### src/rtl/mmd_pkg.sv
// Constants for the memory map decode control block: register indexes,
// field positions, reset values and decode region bounds.
// Assumes an 8-bit configuration index space reached by I/O or memory cycles.
//
// Overview of operation
// - Memory decode only while memory_map_enable is 1; it resets to 0.
// - mapping_lock is write-1-to-set; once set, all three mapping registers freeze.
// - io_port_disable stops all I/O claims only when all three enables are 1.
// - logical_device_map_enable with memory mapping exposes indexes 30h-FFh in memory.
// - Logical-device I/O access still works when disable or control mapping is 0.
// - control_reg_map_enable with memory mapping exposes indexes 10h-2Fh in memory.
// - Control-register I/O access still works when disable or device mapping is 0.
// - memory_base_low supplies memory base address bits 23 down to 16.
// - memory_base_high_and_type bits 2-0 supply base address bits 26-24.
// - Base address bit 31 is always 1, confining the window to upper 2 GB.
// - transaction_type_select picks plain memory cycles (0) or firmware-hub cycles (1).
// - In plain mode the 4-bit field supplies base address bits 30-27.
// - In hub mode the field is the answered IDSEL; its bit 0 is bit 27.
// - Read-only family_identity register returns a fixed code; writes are ignored.
package mmd_pkg;

    // ****************************************
    // Register indexes
    // ****************************************
    localparam logic [7:0] IDX_MAP_CTRL = 8'h10;
    localparam logic [7:0] IDX_BASE_LOW = 8'h12;
    localparam logic [7:0] IDX_BASE_HIGH = 8'h13;
    localparam logic [7:0] IDX_FAMILY_ID = 8'h20;

    // ****************************************
    // Field positions
    // ****************************************
    localparam int MAP_EN_BIT = 7;
    localparam int MAP_LOCK_BIT = 6;
    localparam int MAP_IODIS_BIT = 2;
    localparam int MAP_LDEV_BIT = 1;
    localparam int MAP_CTRL_BIT = 0;
    localparam int TYPE_SEL_BIT = 7;
    localparam int HUB_FIELD_MSB = 6;
    localparam int HUB_FIELD_LSB = 3;
    localparam int BASE_HIGH_MSB = 2;

    // ****************************************
    // Reset values
    // ****************************************
    localparam logic [7:0] MAP_CTRL_RST = 8'h00;
    localparam logic [7:0] BASE_LOW_RST = 8'h00;
    localparam logic [7:0] BASE_HIGH_RST = 8'h00;
    // Arbitrary neutral value, not a real family code
    localparam logic [7:0] FAMILY_ID_DEFAULT = 8'h5A;

    // ****************************************
    // Decode regions and fixed address bits
    // ****************************************
    localparam logic [7:0] CTRL_REGION_LO = 8'h10;
    localparam logic [7:0] CTRL_REGION_HI = 8'h2F;
    localparam logic [7:0] LDEV_REGION_LO = 8'h30;
    localparam logic [15:0] IO_PAIR_LOW = 16'h002E;
    localparam logic [15:0] IO_PAIR_HIGH = 16'h004E;
    localparam logic [7:0] WINDOW_UPPER_ZERO = 8'h00;

    typedef enum logic
    {
        MMD_CYC_MEM = 1'b0,
        MMD_CYC_HUB = 1'b1
    } mmd_cyc_t;

endpackage

### src/rtl/mmd_map_if.sv
// Carrier for the live mapping configuration from the register bank
// to the memory address matcher. Both ends share one clock domain.
`timescale 1ns/1ps

interface mmd_map_if;
    logic type_sel;
    logic [3:0] hub_field;
    logic [7:0] base_low;
    logic [2:0] base_high;

    modport owner (output type_sel, output hub_field, output base_low, output base_high);
    modport user (input type_sel, input hub_field, input base_low, input base_high);
endinterface

### src/rtl/mmd_top.sv
// Memory mapping decode control: holds the mapping control, base and
// family identity registers and decides which I/O and memory cycles the
// device claims for its configuration registers.
// Assumes the LPC front end hands over decoded cycles on clk_sys_in and
// that reset_in is the main-supply power-up reset.
`timescale 1ns/1ps

module mmd_top
#(
    parameter logic [7:0] FAMILY_ID = mmd_pkg::FAMILY_ID_DEFAULT
)
(
    input wire logic clk_sys_in,
    input wire logic reset_in,
    // Configuration access through the index/data port pair
    input wire logic cfg_wr_in,
    input wire logic cfg_rd_in,
    input wire logic [7:0] cfg_index_in,
    input wire logic [7:0] cfg_wdata_in,
    output logic cfg_ack_out,
    output logic [7:0] cfg_rdata_out,
    // I/O cycle claim
    input wire logic io_valid_in,
    input wire logic [15:0] io_addr_in,
    input wire logic io_pair_high_in,
    input wire logic io_runtime_hit_in,
    output logic io_claim_out,
    output logic io_blocked_out,
    // Memory cycle claim
    input wire logic mem_valid_in,
    input wire logic mem_write_in,
    input wire logic mem_hub_in,
    input wire logic [31:0] mem_addr_in,
    input wire logic [3:0] mem_idsel_in,
    input wire logic [7:0] mem_wdata_in,
    output logic mem_claim_out,
    output logic mem_ctrl_out,
    output logic mem_ldev_out,
    output logic [7:0] mem_index_out,
    output logic [7:0] mem_rdata_out
);
    import mmd_pkg::*;

    // ****************************************
    // Register state
    // ****************************************
    logic map_en_r;
    logic lock_r;
    logic io_dis_r;
    logic ldev_en_r;
    logic ctrl_en_r;
    logic [7:0] base_low_r;
    logic [7:0] base_high_r;

    logic map_en_nxt;
    logic lock_nxt;
    logic io_dis_nxt;
    logic ldev_en_nxt;
    logic ctrl_en_nxt;
    logic [7:0] base_low_nxt;
    logic [7:0] base_high_nxt;

    logic cfg_ack_r;
    logic [7:0] cfg_rdata_r;
    logic io_claim_r;
    logic mem_claim_r;
    logic mem_ctrl_r;
    logic mem_ldev_r;
    logic [7:0] mem_index_r;
    logic [7:0] mem_rdata_r;

    mmd_map_if map_if ();

    assign map_if.type_sel = base_high_r[TYPE_SEL_BIT];
    assign map_if.hub_field = base_high_r[HUB_FIELD_MSB:HUB_FIELD_LSB];
    assign map_if.base_low = base_low_r;
    assign map_if.base_high = base_high_r[BASE_HIGH_MSB:0];

    // ****************************************
    // Read selection
    // ****************************************
    // Reserved bits 5-3 read as zero
    wire [7:0] ctrl_rd_val = {map_en_r, lock_r, 3'b000, io_dis_r, ldev_en_r, ctrl_en_r};

    // Config port index decode
    wire cfg_sel_ctrl = (cfg_index_in == IDX_MAP_CTRL);
    wire cfg_sel_low = (cfg_index_in == IDX_BASE_LOW);
    wire cfg_sel_high = (cfg_index_in == IDX_BASE_HIGH);
    wire cfg_sel_fid = (cfg_index_in == IDX_FAMILY_ID);
    wire cfg_own = cfg_sel_ctrl || cfg_sel_low || cfg_sel_high || cfg_sel_fid;
    wire [7:0] cfg_rd_val = cfg_sel_ctrl ? ctrl_rd_val
        : cfg_sel_low ? base_low_r
        : cfg_sel_high ? base_high_r
        : cfg_sel_fid ? FAMILY_ID
        : 8'h00;

    // Memory window index decode
    wire [7:0] mem_idx = mem_addr_in[7:0];
    wire mem_sel_ctrl = (mem_idx == IDX_MAP_CTRL);
    wire mem_sel_low = (mem_idx == IDX_BASE_LOW);
    wire mem_sel_high = (mem_idx == IDX_BASE_HIGH);
    wire mem_sel_fid = (mem_idx == IDX_FAMILY_ID);
    wire mem_own = mem_sel_ctrl || mem_sel_low || mem_sel_high || mem_sel_fid;
    wire [7:0] mem_rd_val = mem_sel_ctrl ? ctrl_rd_val
        : mem_sel_low ? base_low_r
        : mem_sel_high ? base_high_r
        : mem_sel_fid ? FAMILY_ID
        : 8'h00;

    // ****************************************
    // Mapping decisions
    // ****************************************
    // The disable only bites once every memory path is live, so the host
    // can never lock itself out of the configuration space entirely.
    wire io_off = map_en_r && ldev_en_r && ctrl_en_r && io_dis_r;
    wire ctrl_mem_on = map_en_r && ctrl_en_r;
    wire ldev_mem_on = map_en_r && ldev_en_r;
    // I/O reach to each region survives while the other conditions hold
    wire ctrl_io_ok = !ctrl_mem_on || !io_dis_r || !ldev_en_r;
    wire ldev_io_ok = !ldev_mem_on || !io_dis_r || !ctrl_en_r;

    wire window_low_ok = (mem_addr_in[15:8] == WINDOW_UPPER_ZERO);
    wire idx_in_ctrl = (mem_idx >= CTRL_REGION_LO) && (mem_idx <= CTRL_REGION_HI);
    wire idx_in_ldev = (mem_idx >= LDEV_REGION_LO);
    wire base_hit;

    mmd_mem_match u_match
    (
        .map_if(map_if.user),
        .cyc_hub_in(mem_hub_in),
        .addr_in(mem_addr_in),
        .idsel_in(mem_idsel_in),
        .base_hit_out(base_hit)
    );

    wire mem_go = mem_valid_in && base_hit && window_low_ok;
    wire mem_ctrl_hit = mem_go && idx_in_ctrl && ctrl_mem_on;
    wire mem_ldev_hit = mem_go && idx_in_ldev && ldev_mem_on;
    wire mem_hit = mem_ctrl_hit || mem_ldev_hit;

    // Index/data pair selected by the strap-level input
    wire [15:0] pair_base = io_pair_high_in ? IO_PAIR_HIGH : IO_PAIR_LOW;
    wire pair_hit = (io_addr_in[15:1] == pair_base[15:1]);
    wire io_hit = io_valid_in && !io_off && (pair_hit || io_runtime_hit_in);

    // Our registers all sit in the control region
    wire cfg_io_ok = !io_off && ctrl_io_ok;
    wire io_wr = cfg_wr_in && cfg_io_ok && cfg_own;
    wire io_rd = cfg_rd_in && cfg_io_ok && cfg_own;
    wire mem_wr = mem_ctrl_hit && mem_write_in && mem_own;

    // Both paths share one LPC bus so they cannot truly collide; I/O wins
    wire wr_fire = io_wr || mem_wr;
    wire [7:0] wr_idx = io_wr ? cfg_index_in : mem_idx;
    wire [7:0] wr_data = io_wr ? cfg_wdata_in : mem_wdata_in;

    // ****************************************
    // Register writes
    // ****************************************
    wire wr_ctrl = wr_fire && (wr_idx == IDX_MAP_CTRL) && !lock_r;
    wire wr_low = wr_fire && (wr_idx == IDX_BASE_LOW) && !lock_r;
    wire wr_high = wr_fire && (wr_idx == IDX_BASE_HIGH) && !lock_r;

    // Lock is write-one-to-set; clearing needs a power-up reset
    assign lock_nxt = lock_r || (wr_ctrl && wr_data[MAP_LOCK_BIT]);
    assign map_en_nxt = wr_ctrl ? wr_data[MAP_EN_BIT] : map_en_r;
    assign io_dis_nxt = wr_ctrl ? wr_data[MAP_IODIS_BIT] : io_dis_r;
    assign ldev_en_nxt = wr_ctrl ? wr_data[MAP_LDEV_BIT] : ldev_en_r;
    assign ctrl_en_nxt = wr_ctrl ? wr_data[MAP_CTRL_BIT] : ctrl_en_r;
    assign base_low_nxt = wr_low ? wr_data : base_low_r;
    assign base_high_nxt = wr_high ? wr_data : base_high_r;

    always_ff @(posedge clk_sys_in or posedge reset_in)
    begin
        if (reset_in)
        begin
            map_en_r <= MAP_CTRL_RST[MAP_EN_BIT];
            lock_r <= MAP_CTRL_RST[MAP_LOCK_BIT];
            io_dis_r <= MAP_CTRL_RST[MAP_IODIS_BIT];
            ldev_en_r <= MAP_CTRL_RST[MAP_LDEV_BIT];
            ctrl_en_r <= MAP_CTRL_RST[MAP_CTRL_BIT];
        end
        else
        begin
            map_en_r <= map_en_nxt;
            lock_r <= lock_nxt;
            io_dis_r <= io_dis_nxt;
            ldev_en_r <= ldev_en_nxt;
            ctrl_en_r <= ctrl_en_nxt;
        end
    end

    // Base registers stay writable while mapping is live; decoding follows at once
    always_ff @(posedge clk_sys_in or posedge reset_in)
    begin
        if (reset_in)
        begin
            base_low_r <= BASE_LOW_RST;
        end
        else
        begin
            base_low_r <= base_low_nxt;
        end
    end

    // Type select and field share one write, so a mode change lands whole
    always_ff @(posedge clk_sys_in or posedge reset_in)
    begin
        if (reset_in)
        begin
            base_high_r <= BASE_HIGH_RST;
        end
        else
        begin
            base_high_r <= base_high_nxt;
        end
    end

    // ****************************************
    // Answers
    // ****************************************
    always_ff @(posedge clk_sys_in or posedge reset_in)
    begin
        if (reset_in)
        begin
            cfg_ack_r <= 1'b0;
        end
        else
        begin
            cfg_ack_r <= io_wr || io_rd;
        end
    end

    // Read data reflects state before any write in the same cycle
    always_ff @(posedge clk_sys_in or posedge reset_in)
    begin
        if (reset_in)
        begin
            cfg_rdata_r <= 8'h00;
        end
        else
        begin
            cfg_rdata_r <= io_rd ? cfg_rd_val : 8'h00;
        end
    end

    // I/O claims wait one cycle like every other answer, so latency is uniform
    always_ff @(posedge clk_sys_in or posedge reset_in)
    begin
        if (reset_in)
        begin
            io_claim_r <= 1'b0;
        end
        else
        begin
            io_claim_r <= io_hit;
        end
    end

    // ****************************************
    // Memory answers
    // ****************************************
    always_ff @(posedge clk_sys_in or posedge reset_in)
    begin
        if (reset_in)
        begin
            mem_claim_r <= 1'b0;
            mem_ctrl_r <= 1'b0;
            mem_ldev_r <= 1'b0;
        end
        else
        begin
            mem_claim_r <= mem_hit;
            mem_ctrl_r <= mem_ctrl_hit;
            mem_ldev_r <= mem_ldev_hit;
        end
    end

    // Zero when idle, so the host may merge both read buses without masking
    always_ff @(posedge clk_sys_in or posedge reset_in)
    begin
        if (reset_in)
        begin
            mem_index_r <= 8'h00;
            mem_rdata_r <= 8'h00;
        end
        else
        begin
            mem_index_r <= mem_hit ? mem_idx : 8'h00;
            mem_rdata_r <= (mem_ctrl_hit && !mem_write_in) ? mem_rd_val : 8'h00;
        end
    end

    assign cfg_ack_out = cfg_ack_r;
    assign cfg_rdata_out = cfg_rdata_r;
    assign io_claim_out = io_claim_r;
    assign io_blocked_out = io_off;
    assign mem_claim_out = mem_claim_r;
    assign mem_ctrl_out = mem_ctrl_r;
    assign mem_ldev_out = mem_ldev_r;
    assign mem_index_out = mem_index_r;
    assign mem_rdata_out = mem_rdata_r;

endmodule // mmd_top

### src/rtl/mmd_mem_match.sv
// Memory window matcher: assembles the base address and compares it
// with an incoming memory or firmware-hub cycle.
// Assumes cycle fields are stable while the valid strobe is high.
`timescale 1ns/1ps

module mmd_mem_match
(
    mmd_map_if.user map_if,
    input wire logic cyc_hub_in,
    input wire logic [31:0] addr_in,
    input wire logic [3:0] idsel_in,
    output logic base_hit_out
);
    import mmd_pkg::*;

    logic [15:0] base_plain;
    logic [15:0] base_hub;
    logic plain_hit;
    logic hub_hit;
    logic type_ok;

    // ****************************************
    // Base assembly
    // ****************************************
    // Bit 31 forced high in both modes
    assign base_plain = {1'b1, map_if.hub_field, map_if.base_high, map_if.base_low};
    assign base_hub = {1'b1, 3'b000, map_if.hub_field[0], map_if.base_high, map_if.base_low};

    // Hub cycles carry bits 30-28 nowhere in the base, so they are not compared
    assign plain_hit = (addr_in[31:16] == base_plain);
    assign hub_hit = (addr_in[31] == base_hub[15])
        && (addr_in[27:16] == base_hub[11:0])
        && (idsel_in == map_if.hub_field);

    assign type_ok = (cyc_hub_in == map_if.type_sel);
    assign base_hit_out = type_ok && (map_if.type_sel == MMD_CYC_HUB ? hub_hit : plain_hit);

endmodule // mmd_mem_match

### config.mk
export PLATFORM = sky130hd
export DESIGN_NAME = mmd_top
export DESIGN_NICKNAME = d
export VERILOG_FILES = /design/src/rtl/mmd_pkg.sv /design/src/rtl/mmd_map_if.sv /design/src/rtl/mmd_top.sv /design/src/rtl/mmd_mem_match.sv
export SDC_FILE = /design/constraint.sdc
export NUM_CORES = 1
export LEC_CHECK = 0
export ABC_CLOCK_PERIOD_IN_PS = 3750
export BUFFER_PORTS_ARGS = -buffer_cell sky130_fd_sc_hd__buf_2
export CAP_MARGIN = 5
export CORE_ASPECT_RATIO = 1.1
export CORE_MARGIN = 2
export CORE_UTILIZATION = 35
export CTS_CLUSTER_DIAMETER = 120
export DETAILED_ROUTE_END_ITERATION = 16
export GPL_ROUTABILITY_DRIVEN = 0
export RECOVER_POWER = 25
export SLEW_MARGIN = 10
export SYNTH_ARGS = -nofsm -noshare
export SYNTH_HDL_FRONTEND = slang
export SYNTH_HIERARCHICAL = 1
export SYNTH_SLANG_ARGS = --single-unit
### constraint.sdc
create_clock -name clk_sys_in -period 3.75 [get_ports clk_sys_in]
set_clock_uncertainty 0.15 [all_clocks]
set_input_delay 0.375 -clock clk_sys_in [delete_from_list [all_inputs] [get_ports clk_sys_in]]
set_output_delay 0.375 -clock clk_sys_in [all_outputs]
set_load 0.02 [all_outputs]
Yosys cells after proc, flatten, opt, wreduce, memory -nomap -nowiden
Index checks and enable logic that the tools add are counted. Widths: inputs -> output; s select.

Logic and storage cells: 100. Bits in registers: 50. Bits of input ports: 86.

Order comparisons: 3. Equal/unequal tests: 16. Multiplexer cells: 15. Reduce and logical (&&, ||, !) cells: 51.

Operators by type and width (number): $mux 8 (11); $eq 8x5->1 const B (9); $logic_and 1x1->1 (31); $mux 7 (3); $eq 16x16->1 (1); $eq 8x6->1 const B (2); $eq 15x6->1 (1); $logic_or 1x1->1 (13); $eq 12x12->1 (1); $ge 8x5->1 const B (1); $ge 8x6->1 const B (1); $le 8x6->1 const B (1); $logic_not 8->1 (1); $logic_not 1->1 (6); $eq 4x4->1 (1); $eq 1x1->1 (1); $mux 1 (1).

Logic depth before layout (Yosys ltp)
Depth in word-level cells: 16. Gate-level depth with buffers: 9.

Cells and area by module
Netlist, hierarchy kept.

Modules (own cells, without submodules): mmd_top (times used 1, area each 2725.1 µm², cells an instance 274, seq. area each 1251.2 µm²); mmd_mem_match (times used 1, area each 225.2 µm², cells an instance 28, seq. area each 0.0 µm²).

Worst setup path before layout
No wires, ideal clock.

Path type: register to register. Start: register base_high_r[4]. End: register base_low_r[0]. Data arrival time: 2544 ps. Required time: 3477 ps. Setup slack: 933 ps. Stages on the path, launching flop included: 10. Setup time: 123 ps. Path through: dfrtp_1 xor2_1 nor3_1 nand4_1 a2111oi_2 nand3b_1 or3_4 or4_4 buf_6 o221a_1.

Longest elaborated chain between the ends: 13.

Ends and longest elaborated chain: start, declared (RTL line mmd_top.sv:53) `logic [7:0] base_high_r;`; start signal, assigned (RTL line mmd_top.sv:215) `base_high_r <= base_high_nxt;`; $eq 4x4->1 (RTL line mmd_mem_match.sv:33) `&& (idsel_in == map_if.hub_field);`; $logic_and 1x1->1 (RTL line mmd_mem_match.sv:33); $mux 1 * (RTL line mmd_mem_match.sv:36) `assign base_hit_out = type_ok && (map_if.type_sel == MMD_CYC_HUB ? hub_hit : plain_hit);`; $logic_and 1x1->1 * (RTL line mmd_mem_match.sv:36); named net base_hit (RTL line mmd_top.sv:125) `wire base_hit;`; $logic_and 1x1->1 * (2 in series) (RTL line mmd_top.sv:136) `wire mem_go = mem_valid_in && base_hit && window_low_ok;`; $logic_and 1x1->1 * (2 in series) (RTL line mmd_top.sv:137) `wire mem_ctrl_hit = mem_go && idx_in_ctrl && ctrl_mem_on;`; $logic_and 1x1->1 * (2 in series) (RTL line mmd_top.sv:150) `wire mem_wr = mem_ctrl_hit && mem_write_in && mem_own;`; $logic_or 1x1->1 * (RTL line mmd_top.sv:153) `wire wr_fire = io_wr || mem_wr;`; $logic_and 1x1->1 * (2 in series) (RTL line mmd_top.sv:161) `wire wr_low = wr_fire && (wr_idx == IDX_BASE_LOW) && !lock_r;`; end signal, assigned (RTL line mmd_top.sv:202) `base_low_r <= base_low_nxt;`; end, declared (RTL line mmd_top.sv:52) `logic [7:0] base_low_r;`.

The timed path passes the listed nets; every way through them passes the cells marked *. A chain may end at the register's enable or synchronous reset.

Worst setup path after layout
Ends and elaborated chain as after synthesis.

==> flow_metrics.tcl <==
set metrics [dict create \
    status "finished with violations" \
    violations "max-capacitance violations, max-slew violations" \
    min_path_cells 2 \
    drive_gt1_share_pct 35.0 \
    post_cts_buffers 0 \
    tritoncts "built" \
    period_share_pct 83.3 \
    synth-edff-count 0 \
    post_drt_wl_per_cell_um 17.1 \
    setup_viol_count_final 0 \
    ioPinCount 116 \
    p_comb_share_pct 14.0 \
    grt_pass1_vias 2782 \
    track_usage_pct 19.7 \
    tns_ns 0 \
    critPathLaunchType "register" \
    pre_cts_slack_ns 0.623 \
    first_pass_iters 4 \
    dieArea_um2 9180 \
    p_leak_uw 0.00171 \
    vias 2838 \
    final_nets 496 \
    first_iter_violations 161 \
    rsz0062_at_grt "no" \
    ys_seq_area_share_pct 42.4 \
    via_per_inst 5.44 \
    r2r_cells 8 \
    antenna_found_initial 0 \
    cp.arrival_ns 3.18 \
    drt-total-wl_um 8920 \
    fp.dieH_um 100 \
    core-area_um2 8280 \
    syn-cell-area_um2 2950 \
    overflow 0 \
    final_common_cell "buf_2" \
    final_cell_area_um2 3730 \
    cts_made_buffers 5 \
    cts_hold_buf 0 \
    finalCriticalPeriod_ns 3.13 \
    timing.final.ws_setup_ns 0.625 \
    synth_cells 302 \
    htree_levels 2 \
    antenna_cells 0 \
    std_cell_rows 35 \
    cts-root-buf "clkbuf_8" \
    p_clk_share_pct 38.6 \
    grt_pass1_wl_um 14200 \
    slew_viol_final 51 \
    peakVddDrop_mv 0.154 \
    dpl_cell_area_um2 3580 \
    clk_latency_ns 0.31 \
    start_util_pct 35.6 \
    crit_fanout 8 \
    drcViolationCount 0 \
    async_flop_share_pct 100 \
    clk_pin_slew_ns 0.10 \
    mostFrequentLayoutCells "114 x buf_2, 50 x dfrtp_1, 41 x nor2_1, 21 x o21ai_0" \
    final_antenna_net_count 0 \
    powerDensity_nw_per_um2 331 \
    intPower_uw 925 \
    p_seq_share_pct 47.4 \
    max_clock_freq_ghz 0.320 \
    ys_types 56 \
    required_ns 3.80 \
    syn_area_per_cell_um2 9.77 \
    clkSinkCount 50 \
    portBuffers 114 \
    synth.net_count 388 \
    ys.flop_type "dfrtp_1" \
    yosys_register_bits 50 \
    slew_headroom_pct -26.5 \
    cts-resized-gates 0 \
    net-switching-power_uw 309 \
    power_uw 1230 \
    areaGrowthSynthToFinish_pct 26.3 \
    die_w_um 91.5 \
    critPathKind "register to register" \
    swShare_pct 25.1 \
    final-hold-violation-count 0 \
    maxCapViolations 1 \
    endpoint_kind "register" \
    clockBufferDepth 2 \
    hold_path_class "primary input to register" \
    holdWs_ns 0.155 \
    worst_slew_pin_slew_ns 1.90 \
    dp_hpwl_um 6750 \
    yosysWarnings 6 \
    grt_max_degree 51 \
]
-- registers in the layout (all words and copies together), names as in the netlist --
name           flops
ctrl_en_r          1
base_low_r         8
io_dis_r           1
mem_claim_out      1
cfg_ack_out        1
base_high_r        8
io_claim_out       1
mem_index_out      8
lock_r             1
mem_ctrl_out       1
mem_ldev_out       1
mem_rdata_out      8
ldev_en_r          1
cfg_rdata_out      8
map_en_r           1
-- synthesized netlist by cell type (3+ instances only) --
cell | count | area, um^2
dfrtp_1 | 50 | 1250
nor2_1 | 41 | 154
o21ai_0 | 21 | 105
nor3_1 | 16 | 80.1
o221a_1 | 16 | 180
nand2_1 | 14 | 52.6
a21oi_1 | 11 | 55.1
xnor2_1 | 11 | 96.3
and2_1 | 10 | 62.6
xor2_1 | 8 | 70.1
nand3_1 | 6 | 30.0
nand4_1 | 6 | 37.5
nor3b_1 | 6 | 45.0
clkbuf_1 | 5 | 18.8
buf_2 | 4 | 20.0
mux2_2 | 4 | 45.0
mux2i_1 | 4 | 40.0
nor2b_1 | 4 | 25.0
or4_4 | 4 | 45.0
a221oi_1 | 3 | 26.3
a22oi_1 | 3 | 22.5
a31oi_1 | 3 | 18.8
buf_6 | 3 | 33.8
inv_1 | 3 | 11.3
nand3b_1 | 3 | 22.5
nor4_2 | 3 | 37.5
o22ai_1 | 3 | 18.8
-- per-stage QoR --
| stage | std cells | util (%) |
|---|---|---|
| 3_5_place_dp | 514 | 43.3 |
| 5_1_grt | 522 | 45.0 |
| 2_1_floorplan | 302 | - |
| 3_3_place_gp | 514 | 43.3 |
| 6_report | 522 | 45.0 |
| 4_1_cts | 522 | 45.0 |
-- routing by layer --
metal  GRT usage, %  vias up  part of all wire [%]
li1               -     1347                     -
met1           27.0     1372                    43
met2           32.3      110                    48
met3           2.93        9                   7.4
met4           6.18        0                   1.6
met5              0        -                     0
-- power by group through the flow --
stage,Combinational (uW),Sequential (uW),Clock [uW]
final,173,585,477
after global routing,194,587,504
after CTS,174,585,479
after detailed placement,173,595,0
after global placement,169,595,0
after floorplan,99.8,582,0
-- critical path: stages, from the launching register on --
cell	delay [ns]
dfrtp_1	0.49
xor2_1	0.20
nor3_1	0.21
nand4_1	0.14
a2111oi_2	0.31
nand3b_1	0.20
or3_4	0.47
or4_4	0.57
o221a_1	0.28
-- layout make-up --
type / count / area [um^2]
Clock inverter: 2 / 60.1
Clock buffer: 6 / 82.6
Sequential cell: 50 / 1250
Multi-Input combinational cell: 236 / 1610
Fill cell: 844 / 4550
Tap cell: 111 / 139
Timing Repair Buffer: 114 / 571
Inverter: 3 / 11.3
-- worst paths after layout --
check	start	slack (ns)	to
max in group asynchronous	reset_in	1.84	mem_rdata_out[0]
worst min register to register	map_en_r	0.46	map_en_r
worst max register to register	base_high_r[4]	0.62	base_low_r[0]
worst min-delay path	cfg_wr_in	0.16	cfg_ack_out
worst max-delay path	base_high_r[4]	0.62	base_low_r[0]
min in group asynchronous	reset_in	0.52	io_claim_out
-- cell families after synthesis --
kind of cell / share of synthesized area, %
AND/OR/NAND/NOR: 26.9
AO/OA/AOI/OAI: 19.2
flip-flops: 42.4
XOR/XNOR: 5.64
buffers and inverters: 2.97
multiplexers: 2.88
(Power assumes the default switching activity.)
